<file path="src/design/aere_consts.svh">
// Summary of operation
// RQ1: one enable bit per analog input
// RQ2: all analog inputs enabled after reset
// RQ3: error on map write touching active feedback
// RQ4: feedback input follows its owning axis
// RQ5: scan dwell 40 or 25 us per channel
// RQ6: sample interval is dwell times enabled count
// RQ7: disabled channels are skipped by scan
// RQ8: eight encoder enables, clear by default
// RQ9: enable bits of mapped encoders ignored
// RQ10: bits of absent encoders ignored
// RQ11: feedback encoder follows its owning axis
// RQ12: error when too many encoders requested
// RQ13: direct output code signed sixteen bit
// RQ14: direct code bypasses limit and offset
// RQ15: host must not write mapped outputs
// RQ16: enabled axis discards direct output code
// RQ17: scan ascends and wraps to lowest enabled
`ifndef AERE_CONSTS_SVH
`define AERE_CONSTS_SVH
`define AERE_ADC_EN_OFS 12'h000
`define AERE_ENC_EN_OFS 12'h004
`define AERE_AXIS_EN_OFS 12'h008
`define AERE_ADC_FB_OFS 12'h00c
`define AERE_ENC_FB_OFS 12'h010
`define AERE_DAC_MAP_OFS 12'h014
`define AERE_DAC_SEL_OFS 12'h018
`define AERE_DAC_CODE_OFS 12'h01c
`define AERE_CFG_OFS 12'h020
`define AERE_STAT_OFS 12'h024
`define AERE_IRQ_STAT_OFS 12'h028
`define AERE_IRQ_MASK_OFS 12'h02c
`define AERE_SCAN_OFS 12'h030
`define AERE_ADC_EN_RST 8'hff
`define AERE_ENC_EN_RST 8'h00
`define AERE_DWELL_SLOW_NS 40000
`define AERE_DWELL_FAST_NS 25000
`define AERE_CLK_NS 20
`define AERE_IRQ_ADC_ERR 0
`define AERE_IRQ_ENC_ERR 1
`define AERE_IRQ_DAC_DROP 2
`define AERE_IRQ_SCAN_WRAP 3
`endif

</file>
<file path="src/design/aere_pkg.sv">
package aere_pkg;
    typedef struct packed {
        logic valid;
        logic [2:0] chan;
    } aere_scan_t;
    typedef struct packed {
        logic valid;
        logic [2:0] chan;
        logic signed [15:0] code;
    } aere_dac_t;
endpackage : aere_pkg

</file>
<file path="src/design/aere_top.sv">
// The register addresses and the APB interface to the registers were left to the implementer.
`timescale 1ns/10ps
`include "aere_consts.svh"
module aere_top
    import aere_pkg::*;
#(
    parameter int NUM_ENC = 8,
    parameter int MAX_ENC = 8,
    parameter int DWELL_SLOW = `AERE_DWELL_SLOW_NS / `AERE_CLK_NS,
    parameter int DWELL_FAST = `AERE_DWELL_FAST_NS / `AERE_CLK_NS
) (
    input wire logic pclk,
    input wire logic presetn,
    input wire logic psel,
    input wire logic penable,
    input wire logic pwrite,
    input wire logic [11:0] paddr,
    input wire logic [31:0] pwdata,
    output logic [31:0] prdata,
    output logic pready,
    output logic pslverr,
    output logic irq,
    output logic [7:0] adc_active,
    output logic [7:0] enc_active,
    output aere_scan_t scan,
    output aere_dac_t dac_out
);

    // maps are eight bits wide and the dwell counter sixteen
    if (NUM_ENC < 1 || NUM_ENC > 8 || MAX_ENC < 1 || MAX_ENC > 8 || DWELL_FAST < 1 || DWELL_SLOW < 1 ||
            DWELL_FAST > 65535 || DWELL_SLOW > 65535) begin : g_param_check
        $error("aere_top: unsupported parameters");
    end

    // encoders that exist on this variant, longest dwell in use
    localparam logic [7:0] ENC_PRESENT = 8'((9'h001 << NUM_ENC) - 9'h001);
    localparam logic [15:0] DWELL_MAX = 16'((DWELL_SLOW > DWELL_FAST) ? DWELL_SLOW : DWELL_FAST);

    // ----------------------------------------------------------------
    // register bus
    // ----------------------------------------------------------------
    logic wr, rd;
    logic [7:0] adc_en_r, enc_en_r, axis_en_r, adc_fb_r, enc_fb_r, dac_map_r;
    logic [7:0] dac_sel_r, irq_stat_r, irq_mask_r;
    logic fast_r, adc_err_r, enc_err_r;
    logic [3:0] ev;
    logic adc_blocked, enc_too_many, dac_drop, wrap_ev;
    logic [7:0] enc_req, enc_eff;
    logic [3:0] enc_cnt;
    logic [2:0] dac_idx;

    assign wr = psel && penable && pwrite;
    assign rd = psel && penable && !pwrite;
    assign pready = 1'b1;

    always_comb begin
        pslverr = 1'b0;
        case (paddr)
            `AERE_ADC_EN_OFS, `AERE_ENC_EN_OFS, `AERE_AXIS_EN_OFS, `AERE_ADC_FB_OFS, `AERE_ENC_FB_OFS,
            `AERE_DAC_MAP_OFS, `AERE_DAC_SEL_OFS, `AERE_DAC_CODE_OFS, `AERE_CFG_OFS, `AERE_STAT_OFS,
            `AERE_IRQ_STAT_OFS, `AERE_IRQ_MASK_OFS, `AERE_SCAN_OFS: pslverr = 1'b0;
            default: pslverr = psel && penable;
        endcase
    end

    // ----------------------------------------------------------------
    // enable maps
    // ----------------------------------------------------------------
    // change of a feedback bit while its axis runs is refused
    assign adc_blocked = ((pwdata[7:0] ^ adc_en_r) & adc_fb_r & axis_en_r) != 8'h00; // RQ3

    always_comb begin
        enc_req = enc_en_r;
        for (int i = 0; i < 8; i++) begin
            if (i < NUM_ENC && !enc_fb_r[i]) // RQ9 RQ10
                enc_req[i] = pwdata[i];
            else
                enc_req[i] = 1'b0;
        end
        enc_eff = enc_req | (enc_fb_r & axis_en_r); // RQ11
        enc_cnt = 4'h0;
        for (int i = 0; i < 8; i++)
            enc_cnt = enc_cnt + {3'h0, enc_eff[i]};
    end
    assign enc_too_many = {28'h0, enc_cnt} > MAX_ENC; // RQ12

    always_ff @(posedge pclk or negedge presetn) begin
        if (!presetn) begin
            adc_en_r <= `AERE_ADC_EN_RST; // RQ2
            enc_en_r <= `AERE_ENC_EN_RST; // RQ8
            axis_en_r <= 8'h00;
            adc_fb_r <= 8'h00;
            enc_fb_r <= 8'h00;
            dac_map_r <= 8'h00;
            dac_sel_r <= 8'h00;
            fast_r <= 1'b0;
            adc_err_r <= 1'b0;
            enc_err_r <= 1'b0;
        end else if (wr) begin
            case (paddr)
                `AERE_ADC_EN_OFS: begin
                    adc_err_r <= adc_blocked; // RQ3
                    if (!adc_blocked)
                        adc_en_r <= pwdata[7:0]; // RQ1
                end
                `AERE_ENC_EN_OFS: begin
                    enc_err_r <= enc_too_many; // RQ12
                    if (!enc_too_many)
                        enc_en_r <= enc_req; // RQ8
                end
                `AERE_AXIS_EN_OFS: axis_en_r <= pwdata[7:0];
                `AERE_ADC_FB_OFS: adc_fb_r <= pwdata[7:0];
                `AERE_ENC_FB_OFS: enc_fb_r <= pwdata[7:0];
                `AERE_DAC_MAP_OFS: dac_map_r <= pwdata[7:0];
                `AERE_DAC_SEL_OFS: dac_sel_r <= {5'h00, pwdata[2:0]};
                `AERE_CFG_OFS: fast_r <= pwdata[0];
                default: ;
            endcase
        end
    end

    // feedback channels follow their axis, others the map
    assign adc_active = (adc_en_r & ~adc_fb_r) | (adc_fb_r & axis_en_r); // RQ4
    assign enc_active = (enc_en_r & ~enc_fb_r) | (enc_fb_r & axis_en_r); // RQ11

    // ----------------------------------------------------------------
    // converter scan
    // ----------------------------------------------------------------
    logic [15:0] dwell_r;
    logic [2:0] chan_r;
    logic [2:0] next_chan;
    logic next_found;
    logic [15:0] dwell_len;

    assign dwell_len = fast_r ? 16'(DWELL_FAST) : 16'(DWELL_SLOW); // RQ5

    always_comb begin
        next_chan = chan_r;
        next_found = 1'b0;
        for (int k = 1; k <= 8; k++) begin
            if (!next_found && adc_active[3'(chan_r + 3'(k))]) begin // RQ7 RQ17
                next_chan = 3'(chan_r + 3'(k));
                next_found = 1'b1;
            end
        end
    end
    assign wrap_ev = (dwell_r == 16'h0001) && next_found && (next_chan <= chan_r);

    // each enabled channel gets one dwell per round, so interval = dwell * count
    always_ff @(posedge pclk or negedge presetn) begin
        if (!presetn) begin
            dwell_r <= 16'h0000;
            chan_r <= 3'h7;
        end else if (dwell_r > 16'h0001) begin
            dwell_r <= dwell_r - 16'h0001; // RQ6
        end else if (next_found) begin
            chan_r <= next_chan; // RQ17
            dwell_r <= dwell_len;
        end else begin
            dwell_r <= 16'h0000;
        end
    end

    always_ff @(posedge pclk or negedge presetn) begin
        if (!presetn)
            scan <= '0;
        else begin
            scan.valid <= (dwell_r == 16'h0001) && adc_active[chan_r]; // RQ7
            scan.chan <= chan_r;
        end
    end

    // ----------------------------------------------------------------
    // direct analog output
    // ----------------------------------------------------------------
    assign dac_idx = dac_sel_r[2:0];
    assign dac_drop = wr && paddr == `AERE_DAC_CODE_OFS && dac_map_r[dac_idx] && axis_en_r[dac_idx]; // RQ16

    always_ff @(posedge pclk or negedge presetn) begin
        if (!presetn)
            dac_out <= '0;
        else begin
            dac_out.valid <= 1'b0;
            if (wr && paddr == `AERE_DAC_CODE_OFS && !dac_drop) begin
                // raw code passed, no limit or offset applied
                dac_out.valid <= 1'b1; // RQ14
                dac_out.chan <= dac_idx;
                dac_out.code <= pwdata[15:0]; // RQ13
            end
        end
    end

    // ----------------------------------------------------------------
    // interrupts
    // ----------------------------------------------------------------
    assign ev[`AERE_IRQ_ADC_ERR] = wr && paddr == `AERE_ADC_EN_OFS && adc_blocked;
    assign ev[`AERE_IRQ_ENC_ERR] = wr && paddr == `AERE_ENC_EN_OFS && enc_too_many;
    assign ev[`AERE_IRQ_DAC_DROP] = dac_drop;
    assign ev[`AERE_IRQ_SCAN_WRAP] = wrap_ev;

    always_ff @(posedge pclk or negedge presetn) begin
        if (!presetn) begin
            irq_stat_r <= 8'h00;
            irq_mask_r <= 8'h00;
        end else begin
            // set wins over a simultaneous clear
            if (wr && paddr == `AERE_IRQ_STAT_OFS)
                irq_stat_r <= (irq_stat_r & ~pwdata[7:0]) | {4'h0, ev};
            else
                irq_stat_r <= irq_stat_r | {4'h0, ev};
            if (wr && paddr == `AERE_IRQ_MASK_OFS)
                irq_mask_r <= {4'h0, pwdata[3:0]};
        end
    end
    assign irq = (irq_stat_r & irq_mask_r) != 8'h00;

    // ----------------------------------------------------------------
    // read mux
    // ----------------------------------------------------------------
    always_ff @(posedge pclk or negedge presetn) begin
        if (!presetn)
            prdata <= 32'h0000_0000;
        else if (psel && !penable && !pwrite) begin
            case (paddr)
                `AERE_ADC_EN_OFS: prdata <= {24'h0, adc_en_r};
                `AERE_ENC_EN_OFS: prdata <= {24'h0, enc_en_r};
                `AERE_AXIS_EN_OFS: prdata <= {24'h0, axis_en_r};
                `AERE_ADC_FB_OFS: prdata <= {24'h0, adc_fb_r};
                `AERE_ENC_FB_OFS: prdata <= {24'h0, enc_fb_r};
                `AERE_DAC_MAP_OFS: prdata <= {24'h0, dac_map_r};
                `AERE_DAC_SEL_OFS: prdata <= {24'h0, dac_sel_r};
                `AERE_DAC_CODE_OFS: prdata <= {16'h0, dac_out.code};
                `AERE_CFG_OFS: prdata <= {31'h0, fast_r};
                `AERE_STAT_OFS: prdata <= {14'h0, enc_err_r, adc_err_r, enc_active, adc_active};
                `AERE_IRQ_STAT_OFS: prdata <= {24'h0, irq_stat_r};
                `AERE_IRQ_MASK_OFS: prdata <= {24'h0, irq_mask_r};
                `AERE_SCAN_OFS: prdata <= {29'h0, chan_r};
                default: prdata <= 32'h0000_0000;
            endcase
        end
    end

    // ----------------------------------------------------------------
    // assertions
    // ----------------------------------------------------------------
    property p_adc_rst;
        @(posedge pclk) $rose(presetn) |-> adc_en_r == 8'hff;
    endproperty
    a_adc_rst: assert property (p_adc_rst) else $error("adc map not all set after reset"); // RQ2

    property p_adc_block;
        @(posedge pclk) disable iff (!presetn)
        wr && paddr == `AERE_ADC_EN_OFS && adc_blocked |=> $stable(adc_en_r) && adc_err_r;
    endproperty
    a_adc_block: assert property (p_adc_block) else $error("blocked adc map write took effect"); // RQ3

    property p_adc_write;
        @(posedge pclk) disable iff (!presetn)
        wr && paddr == `AERE_ADC_EN_OFS && !adc_blocked |=> adc_en_r == $past(pwdata[7:0]);
    endproperty
    a_adc_write: assert property (p_adc_write) else $error("adc map write lost"); // RQ1

    property p_fb_follow;
        @(posedge pclk) disable iff (!presetn)
        ((adc_active & adc_fb_r) == (axis_en_r & adc_fb_r)) && ((enc_active & enc_fb_r) == (axis_en_r & enc_fb_r));
    endproperty
    a_fb_follow: assert property (p_fb_follow) else $error("feedback channel not following axis"); // RQ4

    property p_scan_skip;
        @(posedge pclk) disable iff (!presetn)
        scan.valid |-> $past(adc_active[chan_r]) && scan.chan == $past(chan_r);
    endproperty
    a_scan_skip: assert property (p_scan_skip) else $error("disabled channel sampled"); // RQ7

    property p_dwell;
        @(posedge pclk) disable iff (!presetn)
        $changed(chan_r) |-> dwell_r == $past(dwell_len);
    endproperty
    a_dwell: assert property (p_dwell) else $error("dwell not loaded"); // RQ5

    property p_enc_limit;
        @(posedge pclk) disable iff (!presetn)
        wr && paddr == `AERE_ENC_EN_OFS && enc_too_many |=> $stable(enc_en_r) && enc_err_r;
    endproperty
    a_enc_limit: assert property (p_enc_limit) else $error("encoder limit not enforced"); // RQ12

    property p_enc_ign;
        @(posedge pclk) disable iff (!presetn)
        wr && paddr == `AERE_ENC_EN_OFS && !enc_too_many |=> (enc_en_r & $past(enc_fb_r)) == 8'h00;
    endproperty
    a_enc_ign: assert property (p_enc_ign) else $error("mapped encoder bit stored"); // RQ9

    property p_dac_drop;
        @(posedge pclk) disable iff (!presetn)
        dac_drop |=> !dac_out.valid ##1 irq_stat_r[`AERE_IRQ_DAC_DROP];
    endproperty
    a_dac_drop: assert property (p_dac_drop) else $error("owned output code not dropped"); // RQ16

    property p_dac_raw;
        @(posedge pclk) disable iff (!presetn)
        dac_out.valid |-> dac_out.code == $past(pwdata[15:0]);
    endproperty
    a_dac_raw: assert property (p_dac_raw) else $error("direct code altered"); // RQ13 RQ14

    property p_scan_hold;
        @(posedge pclk) disable iff (!presetn)
        dwell_r > 16'h0001 |=> chan_r == $past(chan_r) && dwell_r == $past(dwell_r) - 16'h0001;
    endproperty
    a_scan_hold: assert property (p_scan_hold) else $error("channel left before dwell ended"); // RQ6

    property p_scan_idle;
        @(posedge pclk) disable iff (!presetn)
        adc_active == 8'h00 |=> !scan.valid;
    endproperty
    a_scan_idle: assert property (p_scan_idle) else $error("sample with no channel enabled"); // RQ7

    property p_dwell_max;
        @(posedge pclk) disable iff (!presetn)
        dwell_r <= DWELL_MAX;
    endproperty
    a_dwell_max: assert property (p_dwell_max) else $error("dwell beyond configured length"); // RQ5

    property p_enc_rst;
        @(posedge pclk) $rose(presetn) |-> enc_en_r == 8'h00 && !irq;
    endproperty
    a_enc_rst: assert property (p_enc_rst) else $error("encoder map not clear after reset"); // RQ8

    property p_enc_write;
        @(posedge pclk) disable iff (!presetn)
        wr && paddr == `AERE_ENC_EN_OFS && !enc_too_many |=>
            enc_en_r == ($past(pwdata[7:0]) & ~$past(enc_fb_r) & ENC_PRESENT);
    endproperty
    a_enc_write: assert property (p_enc_write) else $error("encoder map write wrong"); // RQ8

    property p_enc_absent;
        @(posedge pclk) disable iff (!presetn)
        (enc_en_r & ~ENC_PRESENT) == 8'h00;
    endproperty
    a_enc_absent: assert property (p_enc_absent) else $error("absent encoder enabled"); // RQ10

    property p_adc_err_clr;
        @(posedge pclk) disable iff (!presetn)
        wr && paddr == `AERE_ADC_EN_OFS && !adc_blocked |=> !adc_err_r;
    endproperty
    a_adc_err_clr: assert property (p_adc_err_clr) else $error("adc error left after good write"); // RQ3

    property p_rd_map;
        @(posedge pclk) disable iff (!presetn)
        rd && paddr == `AERE_ADC_EN_OFS |-> prdata == {24'h0, adc_en_r};
    endproperty
    a_rd_map: assert property (p_rd_map) else $error("adc map read back wrong"); // RQ1

    property p_dac_pass;
        @(posedge pclk) disable iff (!presetn)
        wr && paddr == `AERE_DAC_CODE_OFS && !dac_drop |=> dac_out.valid && dac_out.chan == $past(dac_idx);
    endproperty
    a_dac_pass: assert property (p_dac_pass) else $error("free output code not passed"); // RQ13

    property p_dac_idle;
        @(posedge pclk) disable iff (!presetn)
        !(wr && paddr == `AERE_DAC_CODE_OFS && !dac_drop) |=> !dac_out.valid;
    endproperty
    a_dac_idle: assert property (p_dac_idle) else $error("output code without accepted write"); // RQ16

    property p_irq_set;
        @(posedge pclk) disable iff (!presetn)
        ev != 4'h0 |=> (irq_stat_r[3:0] & $past(ev)) == $past(ev);
    endproperty
    a_irq_set: assert property (p_irq_set) else $error("event not latched"); // RQ3 RQ12 RQ16

    property p_unmapped;
        @(posedge pclk) disable iff (!presetn)
        psel && penable && paddr > `AERE_SCAN_OFS |-> pslverr;
    endproperty
    a_unmapped: assert property (p_unmapped) else $error("unmapped access not flagged");

    c_wrap: cover property (@(posedge pclk) disable iff (!presetn) wrap_ev);
    c_adc_err: cover property (@(posedge pclk) disable iff (!presetn) ev[`AERE_IRQ_ADC_ERR]);
    c_dac: cover property (@(posedge pclk) disable iff (!presetn) dac_out.valid);
    c_irq: cover property (@(posedge pclk) disable iff (!presetn) irq);
    c_read: cover property (@(posedge pclk) disable iff (!presetn) rd);

endmodule : aere_top

</file>
<file path="config.mk">
export PLATFORM = sky130hd
export DESIGN_NAME = aere_top
export DESIGN_NICKNAME = d
export VERILOG_FILES = /design/src/design/aere_pkg.sv /design/src/design/aere_top.sv
export VERILOG_INCLUDE_DIRS = /design/src /design/src/design
export SDC_FILE = /design/constraint.sdc
export NUM_CORES = 1
export LEC_CHECK = 0
export BUFFER_PORTS_ARGS = -buffer_cell sky130_fd_sc_hd__buf_2
export CAP_MARGIN = 20
export CORE_MARGIN = 2
export CORE_UTILIZATION = 59
export CTS_BUF_LIST = sky130_fd_sc_hd__clkbuf_2
export CTS_CLUSTER_DIAMETER = 120
export DETAILED_ROUTE_END_ITERATION = 6
export GPL_TIMING_DRIVEN = 0
export PLACE_DENSITY = 0.94
export SYNTH_ARGS = -nofsm -noshare
export SYNTH_HDL_FRONTEND = slang
export SYNTH_SLANG_ARGS = --single-unit
</file>
<file path="constraint.sdc">
create_clock -name pclk -period 5.15 [get_ports pclk]
set_input_delay 0.7725 -clock pclk [delete_from_list [all_inputs] [get_ports pclk]]
set_output_delay 0.7725 -clock pclk [all_outputs]
set_load 0.03 [all_outputs]
</file>
==> flow_metrics.tcl <==
set metrics [dict create \
    rsz0062_at_grt "no" \
    cp-start-kind "input port" \
    setup_tns_ns 0 \
    yosys_warnings 0 \
    drt_iter0_drc 864 \
    period_needed_ns 4.63 \
    critPathBufInv 6 \
    drv_slew 0 \
    synth_top_area_frac 0.401 \
    final_util 0.681 \
    timing.rr.end "enc_en_r[1]$_DFFE_PN0P_" \
    r2r-start "enc_fb_r[0]$_DFFE_PN0P_" \
    syn_inst 680 \
    timing.hold.ws_ns 0.247 \
    cts_tree "built" \
    die_area_mm2 0.0132 \
    crit_fanout 10 \
    min_from "pwdata[9]" \
    cts_setup_buffers 0 \
    viasPerCell 6.65 \
    cts-root-buf "clkbuf_2" \
    cp_top_family "adder cells" \
    min_path_cells 2 \
    crit_path_cell_trace "buf_2 > clkbuf_1 > nor2b_1 > a21oi_1 > fa_1 > inv_1 > fa_1 > inv_1 > fa_1 > inv_1 > ha_1 > fa_1 > nor2_1 > a21oi_1 > nand2_1 > nand3_1 > clkbuf_1 > mux2_2" \
    max_stage_delay_ns 0.53 \
    fmax_ghz 0.216 \
    final_common_cell "dfrtp_1" \
    instances_no_fill 962 \
    fin_skew_ns 0.0425 \
    cts_buffers 17 \
    clk_latency_ns 0.72 \
    setup_viol 0 \
    syn_avg_cell_area_um2 10.6 \
    place.port_buffers 86 \
    reg2reg_slack_ns 0.56 \
    worstPathRequired_ns 5.77 \
    fin_ws_ns 0.516 \
    synth_area_leader_cell "dfrtp_1" \
    nets 864 \
    worstSetupPathType "input port to flip-flop" \
    start_util 0.602 \
    dp_cells 927 \
    netlist_area_mm2 0.00723 \
    slew-limit-headroom 0.348 \
    async_flop_share 1.00 \
    yosysSeqAreaShare 0.441 \
    final_cell_mix "116 x dfrtp_1, 92 x buf_2, 78 x mux2_2" \
    hold_end "dac_out[9]$_DFFE_PN0P_" \
    dp_slack_ns -0.135 \
    fin_area_mm2 0.00818 \
    violations "DRC" \
    num_rows 40 \
    arrival_ns 5.25 \
    core_mm2 0.0120 \
    dp_hpwl_um 14300 \
    overflow 0 \
    p_leak_nw 4.01 \
    crit_path_frequent_cell "fa_1" \
    clkTransAtPathRegs_ns 0.23 \
    cp.depth 18 \
    r2r_cells 16 \
    finalHoldViolations 0 \
    drive_gt1_frac 0.321 \
    grt_pass1_wl_um 31700 \
    synthDistinctLibCells 70 \
    drc 12 \
    cp-end-kind "flip-flop" \
    synthTopCellsByArea "dfrtp_1 40%, mux2_2 12%, dfstp_2 4.0%" \
    syn_to_final_growth_pct 13.1 \
    gp_congestion 0.984 \
    p_per_area_mw_per_mm2 254 \
    status "complete, but fails checks" \
    ys_ff_latch 127 \
    drtAntennaViolNets 0 \
    die_w_um 115 \
    die_h_um 115 \
    max-cap-violations 0 \
    drt_wl_total_um 20200 \
    ys.flop_type "dfrtp_1" \
    grt_usage 0.315 \
    synth_edf_count 0 \
    wl_per_cell_um 21.0 \
    first_global_vias 6194 \
    power_mw 2.08 \
    ioPinCount 124 \
    placed_cell_area_mm2 0.00793 \
    period_share 0.900 \
    via_count 6402 \
    cp-startpoint "pwdata[1]" \
    grt_max_degree 69 \
    cts_max_path_buffers 2 \
    vdd_drop_max_v 0.000208 \
    antenna_found_initial 0 \
    slowest_stage "fa_1" \
    cts_sinks 127 \
    h-tree-depth 4 \
    drt_pass1_iterations 7 \
    tightest_slew_ns 0.975 \
    hold_class "input port to flip-flop" \
]
[metal layers]
| metal | part of all wire | GRT usage | wire [um] |
|---|---|---|---|
| met1 | 0.36 | 0.398 | 7300 |
| met2 | 0.48 | 0.499 | 9620 |
| met3 | 0.10 | 0.0805 | 2020 |
| met4 | 0.062 | 0.177 | 1260 |
| met5 | 0 | 0 | 0 |
[synthesized netlist by cell type, types with 2 or more instances]
cell / count
nor3_2: 2
xnor2_1: 14
and2_1: 2
buf_2: 7
dfrtp_1: 116
buf_4: 15
clkbuf_1: 21
dfstp_2: 11
o221ai_1: 4
a21o_1: 8
a22o_1: 11
a21boi_0: 5
conb_1: 2
a21oi_1: 20
mux2i_1: 17
o21a_1: 3
or4_1: 3
inv_1: 23
ha_1: 10
nand2b_1: 5
or3_1: 3
fa_1: 4
nor2_1: 59
a221oi_1: 23
o22ai_1: 4
mux2_2: 78
or2_2: 2
a31oi_1: 6
xor2_1: 11
nor2b_1: 7
and3_1: 2
nor4_1: 6
mux4_2: 10
inv_2: 5
o21ai_0: 20
a222oi_1: 3
nand4_1: 5
mux2i_2: 2
nand2_1: 50
nand3_1: 24
a22oi_1: 12
nor3_1: 17
[area by class of cell]
type	count	area [um^2]
Fill cell	896	3830
Multi-Input combinational cell	494	3750
Sequential cell	127	3190
Timing Repair Buffer	89	482
Buffer	43	226
Tap cell	147	184
Clock inverter	15	148
Inverter	29	109
Clock buffer	17	85.1
Antenna cell	1	2.50
[cell families after synthesis]
logic type      count (synthesis)  synth area share
other cells                     2           0.00104
fa+ha+maj                      14            0.0284
flops                         127             0.441
mux                           109             0.185
compound gates                135             0.139
simple gates                  196             0.129
xor+xnor                       25            0.0303
buf+inv                        72            0.0464
[worst max-delay path by stage]
stage                                          to  slack, ns
final                     enc_en_r[1]$_DFFE_PN0P_       0.52
after floorplan           enc_en_r[1]$_DFFE_PN0P_       0.48
after detailed placement  enc_en_r[3]$_DFFE_PN0P_      -0.14
after CTS                 enc_en_r[3]$_DFFE_PN0P_       0.60
after global placement    enc_en_r[7]$_DFFE_PN0P_      -0.07
after global routing      enc_en_r[4]$_DFFE_PN0P_       0.26
[what timing repair did]
action,in CTS,in global routing
resized for setup,0,0
hold buffers,0,1
endpoints found under the hold margin,0,6
[power by group]
group / total [mW] / switching [mW] / internal [mW]
Sequential: 1.14 / 0.0643 / 1.07
Combinational: 0.317 / 0.192 / 0.125
Clock: 0.627 / 0.435 / 0.192
Total: 2.08 / 0.691 / 1.39
[flip-flops by register name, summed over array words and instances (netlist names)]
name	cells
dac_map_r	8
dac_out	20
irq_mask_r	4
dac_sel_r	3
adc_fb_r	8
enc_en_r	8
axis_en_r	8
scan	4
irq_stat_r	8
adc_err_r	1
chan_r	3
enc_fb_r	8
adc_en_r	8
prdata	18
fast_r	1
enc_err_r	1
dwell_r	16
(Power assumes the default switching activity.)
